==> src/hw/stpwm_map.svh <==
// register offsets, field positions and reset values of the pwm block
// assumes an 8-bit register port; included by bare name
`ifndef STPWM_MAP_SVH
`define STPWM_MAP_SVH

// offsets of the shared registers
`define STPWM_ADDR_PERIOD   8'h00
`define STPWM_ADDR_TCTL     8'h01
`define STPWM_ADDR_COUNT    8'h02
`define STPWM_ADDR_DIR      8'h03
// channel window: base 8'h08, one 4-byte slot per channel
`define STPWM_CH_BASE_HI    5'h01
`define STPWM_FLD_DUTY_HIGH 2'h0
`define STPWM_FLD_DUTY_LOW  2'h1
`define STPWM_FLD_CTL       2'h2

// field positions
`define STPWM_CTL_EN_BIT    7
`define STPWM_CTL_OUT_BIT   5
`define STPWM_CTL_INV_BIT   4
`define STPWM_DUTYL_MSB     7
`define STPWM_DUTYL_LSB     6
`define STPWM_TCTL_ON_BIT   0
`define STPWM_TCTL_PS_LSB   1
`define STPWM_TCTL_PS_MSB   2
`define STPWM_TCTL_POST_LSB 3
`define STPWM_TCTL_POST_MSB 6

// reset values
`define STPWM_RST_PERIOD    8'hff
`define STPWM_RST_TCTL      8'h00
`define STPWM_RST_DUTY      10'h000
`define STPWM_RST_DIR       2'h3

// timing: four sub-steps per counter increment
`define STPWM_SUB_LAST      2'h3
`define STPWM_SUB_STEPS     11'h004

`endif

==> src/hw/stpwm_pkg.sv <==
// types and helpers shared by the pwm block files
// assumes stpwm_map.svh for the numeric constants
`default_nettype none
package stpwm_pkg;

  typedef logic [7:0] stpwm_byte_t;
  typedef logic [9:0] stpwm_duty_t;

  // prescale ratio select
  typedef enum logic [1:0] {
    PS_1,
    PS_4,
    PS_16,
    PS_64
  } stpwm_ps_e;

  // last prescaler count for a ratio
  function automatic logic [5:0] ps_last(input stpwm_ps_e ps);
    unique case (ps)
      PS_1:  ps_last = 6'h00;
      PS_4:  ps_last = 6'h03;
      PS_16: ps_last = 6'h0f;
      PS_64: ps_last = 6'h3f;
    endcase
  endfunction

  // join high byte and two low bits into one duty word
  function automatic stpwm_duty_t duty_join(input stpwm_byte_t hi,
                                            input logic [1:0] lo);
    duty_join = {hi, lo};
  endfunction

endpackage
`default_nettype wire

==> src/hw/stpwm_timebase.sv <==
// shared 10-bit time base: 8-bit period counter plus two sub-count bits
// assumes one clock; run and clock enable come from the top
`include "stpwm_map.svh"
`default_nettype none
module stpwm_timebase (
  input  wire logic                  i_core_clk,
  input  wire logic                  i_arst_n,
  input  wire logic                  i_clk_en,
  input  wire logic                  i_run,
  input  wire stpwm_pkg::stpwm_ps_e  i_ps,
  input  wire stpwm_pkg::stpwm_byte_t i_period,
  input  wire logic                  i_load,
  input  wire stpwm_pkg::stpwm_byte_t i_load_val,
  output logic [9:0]                 o_tb,
  output logic                       o_match
);

  logic [5:0]             pre_reg;
  logic [1:0]             sub_reg;
  stpwm_pkg::stpwm_byte_t cnt_reg;
  logic                   step;

  // one quarter step per prescale ratio of core cycles
  assign step    = i_run && (pre_reg == stpwm_pkg::ps_last(i_ps));
  assign o_match = step && (sub_reg == `STPWM_SUB_LAST)
                   && (cnt_reg == i_period);
  assign o_tb    = {cnt_reg, sub_reg};

  // prescaler, sub-count and counter; the postscaler plays no part R3
  always_ff @(posedge i_core_clk or negedge i_arst_n) begin
    if (!i_arst_n) begin
      pre_reg <= 6'h00;
      sub_reg <= 2'h0;
      cnt_reg <= 8'h00;
    end else if (i_clk_en) begin
      if (i_load) begin
        pre_reg <= 6'h00;
        sub_reg <= 2'h0;
        cnt_reg <= i_load_val;
      end else if (i_run) begin
        pre_reg <= step ? 6'h00 : pre_reg + 6'h01;
        if (step) begin
          sub_reg <= sub_reg + 2'h1;
          if (sub_reg == `STPWM_SUB_LAST) begin
            cnt_reg <= o_match ? 8'h00 : cnt_reg + 8'h01;
          end
        end
      end
    end
  end

endmodule
`default_nettype wire

==> src/hw/stpwm_top.sv <==
// two-channel 10-bit pwm on a shared period counter, register port
// assumes core clock is the oscillator; sleep is a level from outside
//
// Function
// each output has 10-bit duty, timed only by the shared counter.
// period shared by all channels; each channel has its own duty.
// the postscaler never influences frequency or waveform.
// outputs go active when the shared counter clears for a new period.
// output goes inactive when time base equals the channel duty.
// duty at or beyond the period keeps the output active; beyond it the code holds the previous level instead.
// duty parts are double buffered, loaded only at period match.
// at match the next step clears counter, sets output, loads buffers.
// zero duty keeps the output inactive at period start.
// invert bit set inverts the output, clear gives normal.
// period is (match value + 1) x 4 x oscillator x prescale.
// software picks a quarter of the oscillator as counter clock.
// duty high byte and low bits 7:6 writable at any time.
// counter extended by two sub-count bits from oscillator or prescaler.
// full ten-bit resolution only when match value is 255.
// pulse width is duty x oscillator period x prescale ratio.
// pulse width beyond the period leaves the pins unchanged.
// sleep stops the counter, freezes state, holds the output level.
// any reset restores register values and makes pins inputs.
// software writes both duty parts before the next match.
// software clears the pin direction bit to show the waveform.
// a channel runs only while its enable bit is set.
// reading the output-level bit returns the present output level.
// a disabled channel sits inactive, inversion still applied.
//
// Added by the designer: the address map and strobed register access.
`include "stpwm_map.svh"
`default_nettype none
module stpwm_top (
  input  wire logic       i_core_clk,
  input  wire logic       i_arst_n,
  input  wire logic       i_clk_en,
  input  wire logic       i_sleep,
  input  wire logic [7:0] i_addr,
  input  wire logic [7:0] i_wdata,
  input  wire logic       i_wr,
  input  wire logic       i_rd,
  output logic      [7:0] o_rdata,
  output logic      [1:0] o_pwm,
  output logic      [1:0] o_pin_oe_n
);

  localparam int NCH = 2;
  // reset image of the timer control byte, on bit picked out below
  localparam stpwm_pkg::stpwm_byte_t RST_TCTL = `STPWM_RST_TCTL;

  // shared registers
  stpwm_pkg::stpwm_byte_t period_match_value_reg;
  logic                   timer_on_reg;
  stpwm_pkg::stpwm_ps_e   prescale_reg;
  logic [3:0]             postscale_reg;
  logic [1:0]             pin_direction_reg;

  // per-channel registers and state
  stpwm_pkg::stpwm_byte_t duty_high_byte_reg [NCH];
  logic [1:0]             duty_low_bits_reg  [NCH];
  stpwm_pkg::stpwm_duty_t duty_buf_reg       [NCH];
  logic [NCH-1:0]         enable_reg;
  logic [NCH-1:0]         output_invert_reg;
  logic [NCH-1:0]         level_reg;
  logic [NCH-1:0]         level_next;
  logic [NCH-1:0]         level_shown;

  // decode and time base wires
  logic [9:0]             tb;
  logic                   match;
  logic                   run;
  logic                   wrap;
  logic                   ch_hit;
  logic                   ch_sel;
  logic                   count_load;
  logic [10:0]            period_len;
  logic [7:0]             rdata_next;

  // counter advances only when switched on and awake R18
  assign run  = i_clk_en && !i_sleep && timer_on_reg;
  assign wrap = run && match;

  // period length in quarter steps, used for full and over-range duty
  assign period_len = ({3'h0, period_match_value_reg} + 11'h001) << 2;

  // channel window decode
  assign ch_hit = (i_addr[7:3] == `STPWM_CH_BASE_HI);
  assign ch_sel = i_addr[2];

  assign count_load = i_wr && (i_addr == `STPWM_ADDR_COUNT);

  // shared period counter
  stpwm_timebase u_timebase (
    .i_core_clk (i_core_clk),
    .i_arst_n   (i_arst_n),
    .i_clk_en   (i_clk_en),
    .i_run      (!i_sleep && timer_on_reg),
    .i_ps       (prescale_reg),
    .i_period   (period_match_value_reg),
    .i_load     (count_load),
    .i_load_val (i_wdata),
    .o_tb       (tb),
    .o_match    (match)
  );

  // shared register writes; postscale is stored only, never used R3
  always_ff @(posedge i_core_clk or negedge i_arst_n) begin
    if (!i_arst_n) begin
      period_match_value_reg <= `STPWM_RST_PERIOD;
      timer_on_reg  <= RST_TCTL[`STPWM_TCTL_ON_BIT];
      prescale_reg  <= stpwm_pkg::PS_1;
      postscale_reg <= 4'h0;
    end else if (i_clk_en && i_wr) begin
      if (i_addr == `STPWM_ADDR_PERIOD) begin
        period_match_value_reg <= i_wdata;
      end
      if (i_addr == `STPWM_ADDR_TCTL) begin
        timer_on_reg  <= i_wdata[`STPWM_TCTL_ON_BIT];
        prescale_reg  <= stpwm_pkg::stpwm_ps_e'(
          i_wdata[`STPWM_TCTL_PS_MSB:`STPWM_TCTL_PS_LSB]);
        postscale_reg <= i_wdata[`STPWM_TCTL_POST_MSB:`STPWM_TCTL_POST_LSB];
      end
    end
  end

  // pin direction: reset forces every pin to input R19
  always_ff @(posedge i_core_clk or negedge i_arst_n) begin
    if (!i_arst_n) begin
      pin_direction_reg <= `STPWM_RST_DIR;
    end else if (i_clk_en && i_wr && i_addr == `STPWM_ADDR_DIR) begin
      pin_direction_reg <= i_wdata[1:0];
    end
  end

  // pin drive follows the direction bits one cycle later R21
  always_ff @(posedge i_core_clk or negedge i_arst_n) begin
    if (!i_arst_n) begin
      o_pin_oe_n <= `STPWM_RST_DIR;
    end else if (i_clk_en) begin
      o_pin_oe_n <= pin_direction_reg;
    end
  end

  // duty shadow and control writes, accepted at any moment R13
  always_ff @(posedge i_core_clk or negedge i_arst_n) begin
    if (!i_arst_n) begin
      for (int c = 0; c < NCH; c++) begin
        duty_high_byte_reg[c] <= 8'(`STPWM_RST_DUTY >> 2);
        duty_low_bits_reg[c]  <= 2'h0;
      end
      enable_reg        <= '0;
      output_invert_reg <= '0;
    end else if (i_clk_en && i_wr && ch_hit) begin
      unique case (i_addr[1:0])
        `STPWM_FLD_DUTY_HIGH: duty_high_byte_reg[ch_sel] <= i_wdata;
        `STPWM_FLD_DUTY_LOW: begin
          duty_low_bits_reg[ch_sel] <=
            i_wdata[`STPWM_DUTYL_MSB:`STPWM_DUTYL_LSB];
        end
        `STPWM_FLD_CTL: begin
          enable_reg[ch_sel]        <= i_wdata[`STPWM_CTL_EN_BIT];
          output_invert_reg[ch_sel] <= i_wdata[`STPWM_CTL_INV_BIT];
        end
        default: begin
        end
      endcase
    end
  end

  // active buffers change only at the period match, so no glitch
  always_ff @(posedge i_core_clk or negedge i_arst_n) begin
    if (!i_arst_n) begin
      for (int c = 0; c < NCH; c++) begin
        duty_buf_reg[c] <= `STPWM_RST_DUTY;
      end
    end else if (wrap) begin
      for (int c = 0; c < NCH; c++) begin
        duty_buf_reg[c] <= stpwm_pkg::duty_join(duty_high_byte_reg[c],
                                                duty_low_bits_reg[c]);
      end
    end
  end

  // waveform per channel: set at wrap, clear on compare
  always_comb begin
    stpwm_pkg::stpwm_duty_t nd;
    nd = '0;
    level_next = level_reg;
    for (int c = 0; c < NCH; c++) begin
      nd = stpwm_pkg::duty_join(duty_high_byte_reg[c], duty_low_bits_reg[c]);
      if (!enable_reg[c]) begin
        level_next[c] = 1'b0;
      end else if (wrap) begin
        if (nd == 10'h000) begin
          level_next[c] = 1'b0;
        end else if ({1'b0, nd} > period_len) begin
          level_next[c] = level_reg[c];
        end else begin
          level_next[c] = 1'b1;
        end
      end else if (run && tb == duty_buf_reg[c]) begin
        level_next[c] = 1'b0;
      end
    end
  end

  // a duty at or past the period never meets the time base R6 R15
  always_ff @(posedge i_core_clk or negedge i_arst_n) begin
    if (!i_arst_n) begin
      level_reg <= '0;
    end else if (i_clk_en && !i_sleep) begin
      level_reg <= level_next;
    end
  end

  // level hidden in the cycle the time base meets the duty; the
  // registered compare alone would stretch every pulse by one cycle
  always_comb begin
    level_shown = level_reg;
    for (int c = 0; c < NCH; c++) begin
      if (tb == duty_buf_reg[c]) begin
        level_shown[c] = 1'b0;
      end
    end
  end

  // polarity applied last, so disabled channels sit at inverse too
  always_ff @(posedge i_core_clk or negedge i_arst_n) begin
    if (!i_arst_n) begin
      o_pwm <= '0;
    end else if (i_clk_en && !i_sleep) begin
      o_pwm <= level_shown ^ output_invert_reg;
    end
  end

  // read mux; unmapped offsets return zero
  always_comb begin
    rdata_next = 8'h00;
    if (ch_hit) begin
      unique case (i_addr[1:0])
        `STPWM_FLD_DUTY_HIGH: rdata_next = duty_high_byte_reg[ch_sel];
        `STPWM_FLD_DUTY_LOW: begin
          rdata_next[`STPWM_DUTYL_MSB:`STPWM_DUTYL_LSB] =
            duty_low_bits_reg[ch_sel];
        end
        `STPWM_FLD_CTL: begin
          rdata_next[`STPWM_CTL_EN_BIT]  = enable_reg[ch_sel];
          rdata_next[`STPWM_CTL_OUT_BIT] = o_pwm[ch_sel];
          rdata_next[`STPWM_CTL_INV_BIT] = output_invert_reg[ch_sel];
        end
        default: rdata_next = 8'h00;
      endcase
    end else begin
      unique case (i_addr)
        `STPWM_ADDR_PERIOD: rdata_next = period_match_value_reg;
        `STPWM_ADDR_TCTL: begin
          rdata_next[`STPWM_TCTL_ON_BIT] = timer_on_reg;
          rdata_next[`STPWM_TCTL_PS_MSB:`STPWM_TCTL_PS_LSB] = prescale_reg;
          rdata_next[`STPWM_TCTL_POST_MSB:`STPWM_TCTL_POST_LSB] =
            postscale_reg;
        end
        `STPWM_ADDR_COUNT: rdata_next = tb[9:2];
        `STPWM_ADDR_DIR:   rdata_next = {6'h00, pin_direction_reg};
        default:           rdata_next = 8'h00;
      endcase
    end
  end

  // read data stands only in the cycle after the strobe
  always_ff @(posedge i_core_clk or negedge i_arst_n) begin
    if (!i_arst_n) begin
      o_rdata <= 8'h00;
    end else if (i_clk_en) begin
      o_rdata <= i_rd ? rdata_next : 8'h00;
    end
  end
endmodule
`default_nettype wire

==> config.mk <==
export PLATFORM = sky130hd
export DESIGN_NAME = stpwm_top
export DESIGN_NICKNAME = d
export VERILOG_FILES = /design/src/hw/stpwm_pkg.sv /design/src/hw/stpwm_timebase.sv /design/src/hw/stpwm_top.sv
export VERILOG_INCLUDE_DIRS = /design/src /design/src/hw
export SDC_FILE = /design/constraint.sdc
export NUM_CORES = 1
export LEC_CHECK = 0
export ABC_CLOCK_PERIOD_IN_PS = 2200
export BUFFER_PORTS_ARGS = -buffer_cell sky130_fd_sc_hd__clkbuf_2
export CORE_ASPECT_RATIO = 0.9
export CORE_UTILIZATION = 36
export DETAILED_ROUTE_END_ITERATION = 12
export PLACE_DENSITY_LB_ADDON = 0.08
export SYNTH_ARGS = -nofsm -noshare
export SYNTH_HDL_FRONTEND = slang
export SYNTH_SLANG_ARGS = --single-unit
==> constraint.sdc <==
create_clock -name i_core_clk -period 2.2 [get_ports i_core_clk]
set_clock_uncertainty 0.1 [all_clocks]
set_input_delay 0 -clock i_core_clk [delete_from_list [all_inputs] [get_ports i_core_clk]]
set_output_delay 0 -clock i_core_clk [all_outputs]
set_load 0.02 [all_outputs]
==> key figures, run 1 <==
Synthesis
  – Synth top cells by count: 79 x dfrtp_1, 49 x mux2_2, 31 x xor2_1
  – Count leader, synth: dfrtp_1
  – #FFs+latches synth: just over 90
  – Mapped Nets: 535
  – Yosys Warn Count: 0
  – Syn Area/Cell: 11.10 um2
  – Area contributors post-synth: dfrtp_1 36%, mux2_2 10%, dfstp_2 5.7%
  – Register area share after synthesis: a little over two fifths
  – Main synth FF type: dfrtp_1
  – Ys async rst share: 100.0%
  – Share of the synthesized area in the top cell type: 35.97%
  – Yosys top cell by area: dfrtp_1
  – Number of synthesized flops with an enable pin: 0
  – Synth Instances: 495
  – Distinct cells, synth: 55
  – Post-Syn Area: 5495 um2

Global routing
  – Pin count of the biggest net entering global routing: 39
  – GRT Resource Usage Total: between 20% and 30%
  – First-pass GRT wire length: 26.62 mm
  – Global route overflow: 0
  – Initial antenna violation count: 0
  – Vias in the first global route: between 4k and 5k

STA
  – Setup-failing EPs final: 22
  – RSZ-0062 raised after global routing: true
  – Worst slew margin: 64.85%
  – Worst-margin pin slew: 527.3 ps
  – Minimum clock period: 2364 ps
  – Final WS setup: -163.7 ps
  – Final period utilization: 107.4%
  – Max Slew Vio Count: 0
  – Hold Fails Final Rpt: 0
  – Fmax: 423.1 MHz

Floorplan
  – Core area: 14,820 um2
  – Initial Utilization: roughly 37%
  – I/O pins: 34
  – Die footprint: 15,760 um2
  – Die width: 132.2 um
  – Die Ht: 119.2 um
  – Num rows: 42

Route
  – Post-Route WL: 17.52 mm
  – Initial DRC Count: between 200 and 300
  – Routed Antenna Nets: 0
  – Via count: 4,342
  – Total iterations of the first detailed-routing run: 5
  – DR vias/cell: 5.455
  – Per-cell routed wire length: about 22 um
  – Residual DRC: 0

Placed design
  – Placed cell area: 6242 um2
  – RePlAce Congestion: around 0.87
  – Dpl ws: -176.9 ps
  – Final HPWL DP: 12.73 mm
  – Buffers on Ports: 33

Layout
  – Share of cells above drive strength 1: 40.30%
  – Multi-input gate area: 3119 um2
  – Area delta synth->final: 26.98%
  – # diodes: 0
  – # nets final: 633
  – Final instance area: 6978 um2
  – Max FFs per register: 20
  – Storage element area: 2292 um2
  – Filler Cell Count: 1,403
  – Core Util, Final: 47.09%

Critical path
  – Buf/Inv on CP: 1
  – Crit path depth: 10
  – Critical path type: register to register
  – R2R depth: 10
  – CP Launch Point: period_match_value_reg[3]
  – Worst-path cell chain: nand3_4 > nor2_4 > and3_4 > xnor2_2 > ha_1 > buf_4 > o221ai_1 > a22oi_2 > a41o_1 > a32oi_1
  – Slowest CP cell: dfstp_2
  – Req. time, crit path: 2370 ps
  – Family with the most delay on the worst path: flip-flops
  – Reg-to-Reg End: level_reg[0]
  – CP endpoint: level_reg[0]
  – R2r setup slk: -160 ps
  – Crit. End Element: register
  – Critical path fanouts, max: 4
  – Startpoint types: register
  – Delay of the slowest critical-path stage: 610 ps
  – Reg-to-Reg Start: period_match_value_reg[3]
  – Arrival time worst endpoint: 2530 ps

Clock tree
  – Clock buffer depth: 2
  – Root Buffer: clkbuf_16
  – Register clock-pin slew on the reported worst setup and hold paths: 70 ps
  – CTS buffer count: 9
  – H-tree lvl count: 3
  – TritonCTS clock tree: yes
  – Num Clock Sinks: 91
  – Worst-Skew Late Latency: 360 ps

Hold path
  – Worst hold path type: primary input to async pin

Outcome
  – Violated checks: setup timing
  – Outcome: finished, violations left

Pwr
  – Leakage: 3.193 nW
  – VDD IR-drop max: 0.3723 mV
  – PD cells: ~580 nW/um2

Run
  – Max-cap violations: 0
## power by group
group          total (W)  internal (W)  switching (W)
Combinational   0.000437      0.000196       0.000241
Clock            0.00181       0.00111       0.000702
Sequential       0.00177       0.00171      0.0000545
## what timing repair did
item                       CTS  global route
resized for setup           15            14
hold endpoints to repair   135             0
setup endpoints to repair   23            30
pin swaps                    9             4
setup buffers                6             3
hold buffers                11             0
gates cloned                 0             3
## cell usage in the layout, fill, tap and decap left out, drive strengths merged, types with 2 or more instances in the layout
cell	instances
a41o	2
a21oi	11
and3	7
clkbuf	43
a21o	2
dfstp	12
and2	4
nor2b	6
nor4	14
a41oi	2
o22ai	9
xnor2	9
dfrtp	79
inv	24
nand3	18
ha	18
dlygate4sd3	11
buf	68
nand2	27
nor3	9
nand4	14
clkinv	3
a211oi	2
bufinv	3
a22oi	3
and4	3
mux2i	10
a31oi	9
o21ai	20
a32oi	10
nor2	27
mux4	6
xor2	33
o221ai	2
mux2	69
## kinds of logic after synthesis
| logic type | after synthesis | share of synthesized area (%) |
|---|---|---|
| compound gates | 77 | 9.495 |
| xor+xnor | 42 | 6.967 |
| fa+ha+maj | 18 | 4.098 |
| buf+inv | 50 | 4.417 |
| flops | 91 | 41.71 |
| mux | 85 | 19.79 |
| simple gates | 132 | 13.53 |
## final cells by class
type	instances	area share, %
Timing Repair Buffer	113	12.71
Inverter	24	1.291
Sequential cell	91	32.85
Clock buffer	9	3.228
Tap cell	198	3.550
Clock inverter	7	1.668
Multi-Input combinational cell	354	44.70
## worst min path at each step
| stage | startpoint | to | slack [ps] | depth (start not counted) |
|---|---|---|---|---|
| floorplan | i_arst_n | duty_buf_reg[0] | -400 | 0 |
| global placement | i_arst_n | duty_buf_reg[9] | -100 | 1 |
| detailed placement | i_arst_n | duty_buf_reg[9] | -100 | 1 |
| CTS | i_sleep | level_reg[0] | 60 | 4 |
| global route | i_sleep | level_reg[0] | 60 | 4 |
| finish | i_arst_n | duty_buf_reg[9] | 60 | 2 |
## per-stage QoR
step	hold slack, ps	TNS, ps	total power (W)	cells
2_1_floorplan	-395.6	-96.94	0.001994	495
3_3_place_gp	-99.43	-519.6	0.002198	758
3_5_place_dp	-97.36	-1172	0.002203	758
4_1_cts	59.48	-1875	0.004057	791
5_1_grt	58.36	-5281	0.004164	796
6_report	58.60	-3164	0.004018	796
## metal layers
layer	global-route usage [%]	wire length, um	vias up
li1	-	-	2010
met1	32.80	8329	2191
met2	36.34	8284	126
met3	3.874	701	15
met4	5.747	204	0
met5	0	0	-
Note: power is estimated with default switching activity, not from simulation.
==> run 2: changes to the inputs <==
--- a/config.mk
+++ b/config.mk
@@ -11,3 +11,3 @@
 export CORE_ASPECT_RATIO = 0.9
-export CORE_UTILIZATION = 36
+export CORE_UTILIZATION = 55
 export DETAILED_ROUTE_END_ITERATION = 12
@@ -17 +17,2 @@
 export SYNTH_SLANG_ARGS = --single-unit
+export TNS_END_PERCENT = 100
--- a/constraint.sdc
+++ b/constraint.sdc
@@ -4,2 +4,2 @@
 set_output_delay 0 -clock i_core_clk [all_outputs]
-set_load 0.02 [all_outputs]
+set_load 0.1 [all_outputs]
==> key figures, run 2 (same netlist as run 1, synthesis figures left out) <==
Outcome
  – Outcome: finished, violations left (unchanged)
  – Violated checks: setup timing (unchanged)

Floorplan
  – Core area: 9699 um2 (was 14,820 um2)
  – Initial Utilization: 56.66% (was 37.08%)
  – I/O pins: 34 (unchanged)
  – Die footprint: 10,400 um2 (was 15,760 um2)
  – Die width: 107.4 um (was 132.2 um)
  – Die Ht: 96.83 um (was 119.2 um)
  – Num rows: 34 (was 42)

Critical path
  – Crit. End Element: register (unchanged)
  – Slowest CP cell: dfstp_2 (unchanged)
  – Buf/Inv on CP: 3 (was 1)
  – Family with the most delay on the worst path: simple AND/OR/NAND/NOR gates (was flip-flops)
  – Startpoint types: register (unchanged)
  – R2R depth: 8 (was 10)
  – Worst-path cell chain: buf_6 > xor2_2 > nor4_4 > nand4_4 > nor3_4 > buf_12 > clkbuf_16 > mux2_4 (was nand3_4 > nor2_4 > and3_4 > xnor2_2 > ha_1 > buf_4 > o221ai_1 > a22oi_2 > a41o_1 > a32oi_1)
  – Req. time, crit path: 2360 ps (was 2370 ps)
  – Arrival time worst endpoint: 2490 ps (was 2530 ps)
  – Critical path fanouts, max: 5 (was 4)
  – Crit path depth: 8 (was 10)
  – Delay of the slowest critical-path stage: 600 ps (was 610 ps)
  – Critical path type: register to register (unchanged)

STA
  – Final WS setup: -127.9 ps (was -163.7 ps)
  – Final period utilization: 105.8% (was 107.4%)
  – Final setup TNS: -2325 ps (was -3164 ps)
  – Worst-margin pin slew: 543.7 ps (was 527.3 ps)
  – Minimum clock period: 2328 ps (was 2364 ps)
  – Setup-failing EPs final: 23 (was 22)
  – Fmax: 429.6 MHz (was 423.1 MHz)
  – Max Slew Vio Count: 0 (unchanged)
  – Hold Fails Final Rpt: 0 (unchanged)
  – Worst slew margin: 63.91% (was 64.85%)
  – RSZ-0062 raised after global routing: true (unchanged)

Placed design
  – Buffers on Ports: 33 (unchanged)
  – Final HPWL DP: 11.53 mm (was 12.73 mm)
  – RePlAce Congestion: 0.9581 (was 0.8665)
  – Placed cell area: 6107 um2 (was 6242 um2)

Global routing
  – Pin count of the biggest net entering global routing: 59 (was 39)
  – GRT Resource Usage Total: 32.15% (was 23.04%)
  – First-pass GRT wire length: 24.61 mm (was 26.62 mm)
  – Global route overflow: 0 (unchanged)
  – Initial antenna violation count: 0 (unchanged)
  – Vias in the first global route: 4,362 (was 4,349)

Layout
  – # nets final: 628 (was 633)
  – Most common cell after layout, fill and taps aside: dfrtp_1 (unchanged)
  – Most frequent cells in the layout: 79 x dfrtp_1, 53 x buf_4, 47 x mux2_2, 32 x clkbuf_2, 27 x xor2_1 (was 79 x dfrtp_1, 61 x buf_4, 47 x mux2_2, 32 x clkbuf_2, 28 x xor2_1)
  – Share of cells above drive strength 1: 39.70% (was 40.30%)
  – # diodes: 0 (unchanged)
  – Final instance area: 6771 um2 (was 6978 um2)
  – Area delta synth->final: 23.22% (was 26.98%)
  – Filler Cell Count: 724 (was 1,403)
  – Max FFs per register: 20 (unchanged)

Clock tree
  – Num Clock Sinks: 91 (unchanged)
  – TritonCTS clock tree: yes (unchanged)
  – Root Buffer: clkbuf_8 (was clkbuf_16)
  – Clock buffer depth: 2 (unchanged)
  – Worst-Skew Late Latency: 380 ps (was 360 ps)
  – Register clock-pin slew on the reported worst setup and hold paths: 100 ps (was 70 ps)
  – H-tree lvl count: 3 (unchanged)
  – CTS buffer count: 9 (unchanged)

Route
  – Per-cell routed wire length: 22.04 um (was 22.01 um)
  – Routed Antenna Nets: 0 (unchanged)
  – Post-Route WL: 15.83 mm (was 17.52 mm)
  – Via count: 4,426 (was 4,342)
  – DR vias/cell: 6.164 (was 5.455)
  – Initial DRC Count: 335 (was 286)
  – Residual DRC: 0 (unchanged)
  – Total iterations of the first detailed-routing run: 5 (unchanged)

Pwr
  – PD cells: 514.3 nW/um2 (was 575.8 nW/um2)
  – Leakage: 3.112 nW (was 3.193 nW)
  – VDD IR-drop max: 0.5908 mV (was 0.3723 mV)

Hold path
  – Worst hold path type: primary input to async pin (unchanged)

Run
  – Max-cap violations: 0 (unchanged)
==> run 2: cell count changes in the layout (fill, tap and decap cells not counted), moves of 2 or more <==
cell,before,now
xor2_2,4,6
buf_6,3,5
clkbuf_8,0,10
clkbuf_16,11,2
o21ai_1,3,5
buf_4,61,53
o21ai_0,16,14
clkinv_2,2,0
ha_4,1,3
==> run 2: metrics by stage <==
stage	setup WS, ps	instances	hold slack (ps)	util (%)	power [W]
floorplan	-96.94	495	-395.6	-	0.002010
global placement	-102.0	680	-124.2	62.96	0.002183
detailed placement	-190.1	680	-114.5	62.96	0.002193
CTS	-86.78	714	18.74	67.98	0.003478
global route	-206.5	718	47.28	69.81	0.003603
finish	-127.9	718	15.98	69.81	0.003483
==> run 2: per-layer routing <==
metal  vias up  global-route usage (%)  part of all wire (%)
met4         0                   8.641                   2.3
li1       1990                       -                     -
met1      2197                   45.89                    44
met2       202                   50.32                    46
met5         -                       0                     0
met3        37                   5.795                   7.1
==> run 2: final timing paths <==
path                                                start  slack (ps)                         to
worst max-delay path            period_match_value_reg[1]        -130            duty_buf_reg[2]
max in group asynchronous                        i_arst_n        1240  period_match_value_reg[1]
min in group i_core_clk                         i_addr[0]          30              enable_reg[0]
worst max register to register  period_match_value_reg[1]        -130            duty_buf_reg[2]
worst min-delay path                             i_arst_n          20               level_reg[1]
worst min register to register           postscale_reg[0]         410           postscale_reg[0]
==> run 2: where the power goes <==
group	leakage, nW	internal [W]	switching (W)	total [W]
logic	1.82	0.000189	0.000246	0.000434
clock network	0.102	0.000666	0.000613	0.00128
registers	1.19	0.00171	0.0000563	0.00177
total	3.11	0.00257	0.000915	0.00348
==> run 2: final cells by class <==
type                       count  area (um2)  area share (%)
inverter                      24       90.09           1.330
multi-input combinational    354        3143           46.42
tap                          126       157.7           2.328
sequential                    91        2292           33.85
clock inverter                 4       75.07           1.109
timing repair buffer         108       872.1           12.88
clock buffer                  11       141.4           2.088
==> run 2: timing repair <==
action,CTS,global route
gates resized for setup,12,23
setup endpoints to repair,23,31
hold buffers,12,0
endpoints found under the hold margin,134,0
cloned,1,2
pin swaps,6,6
buffers inserted,6,2
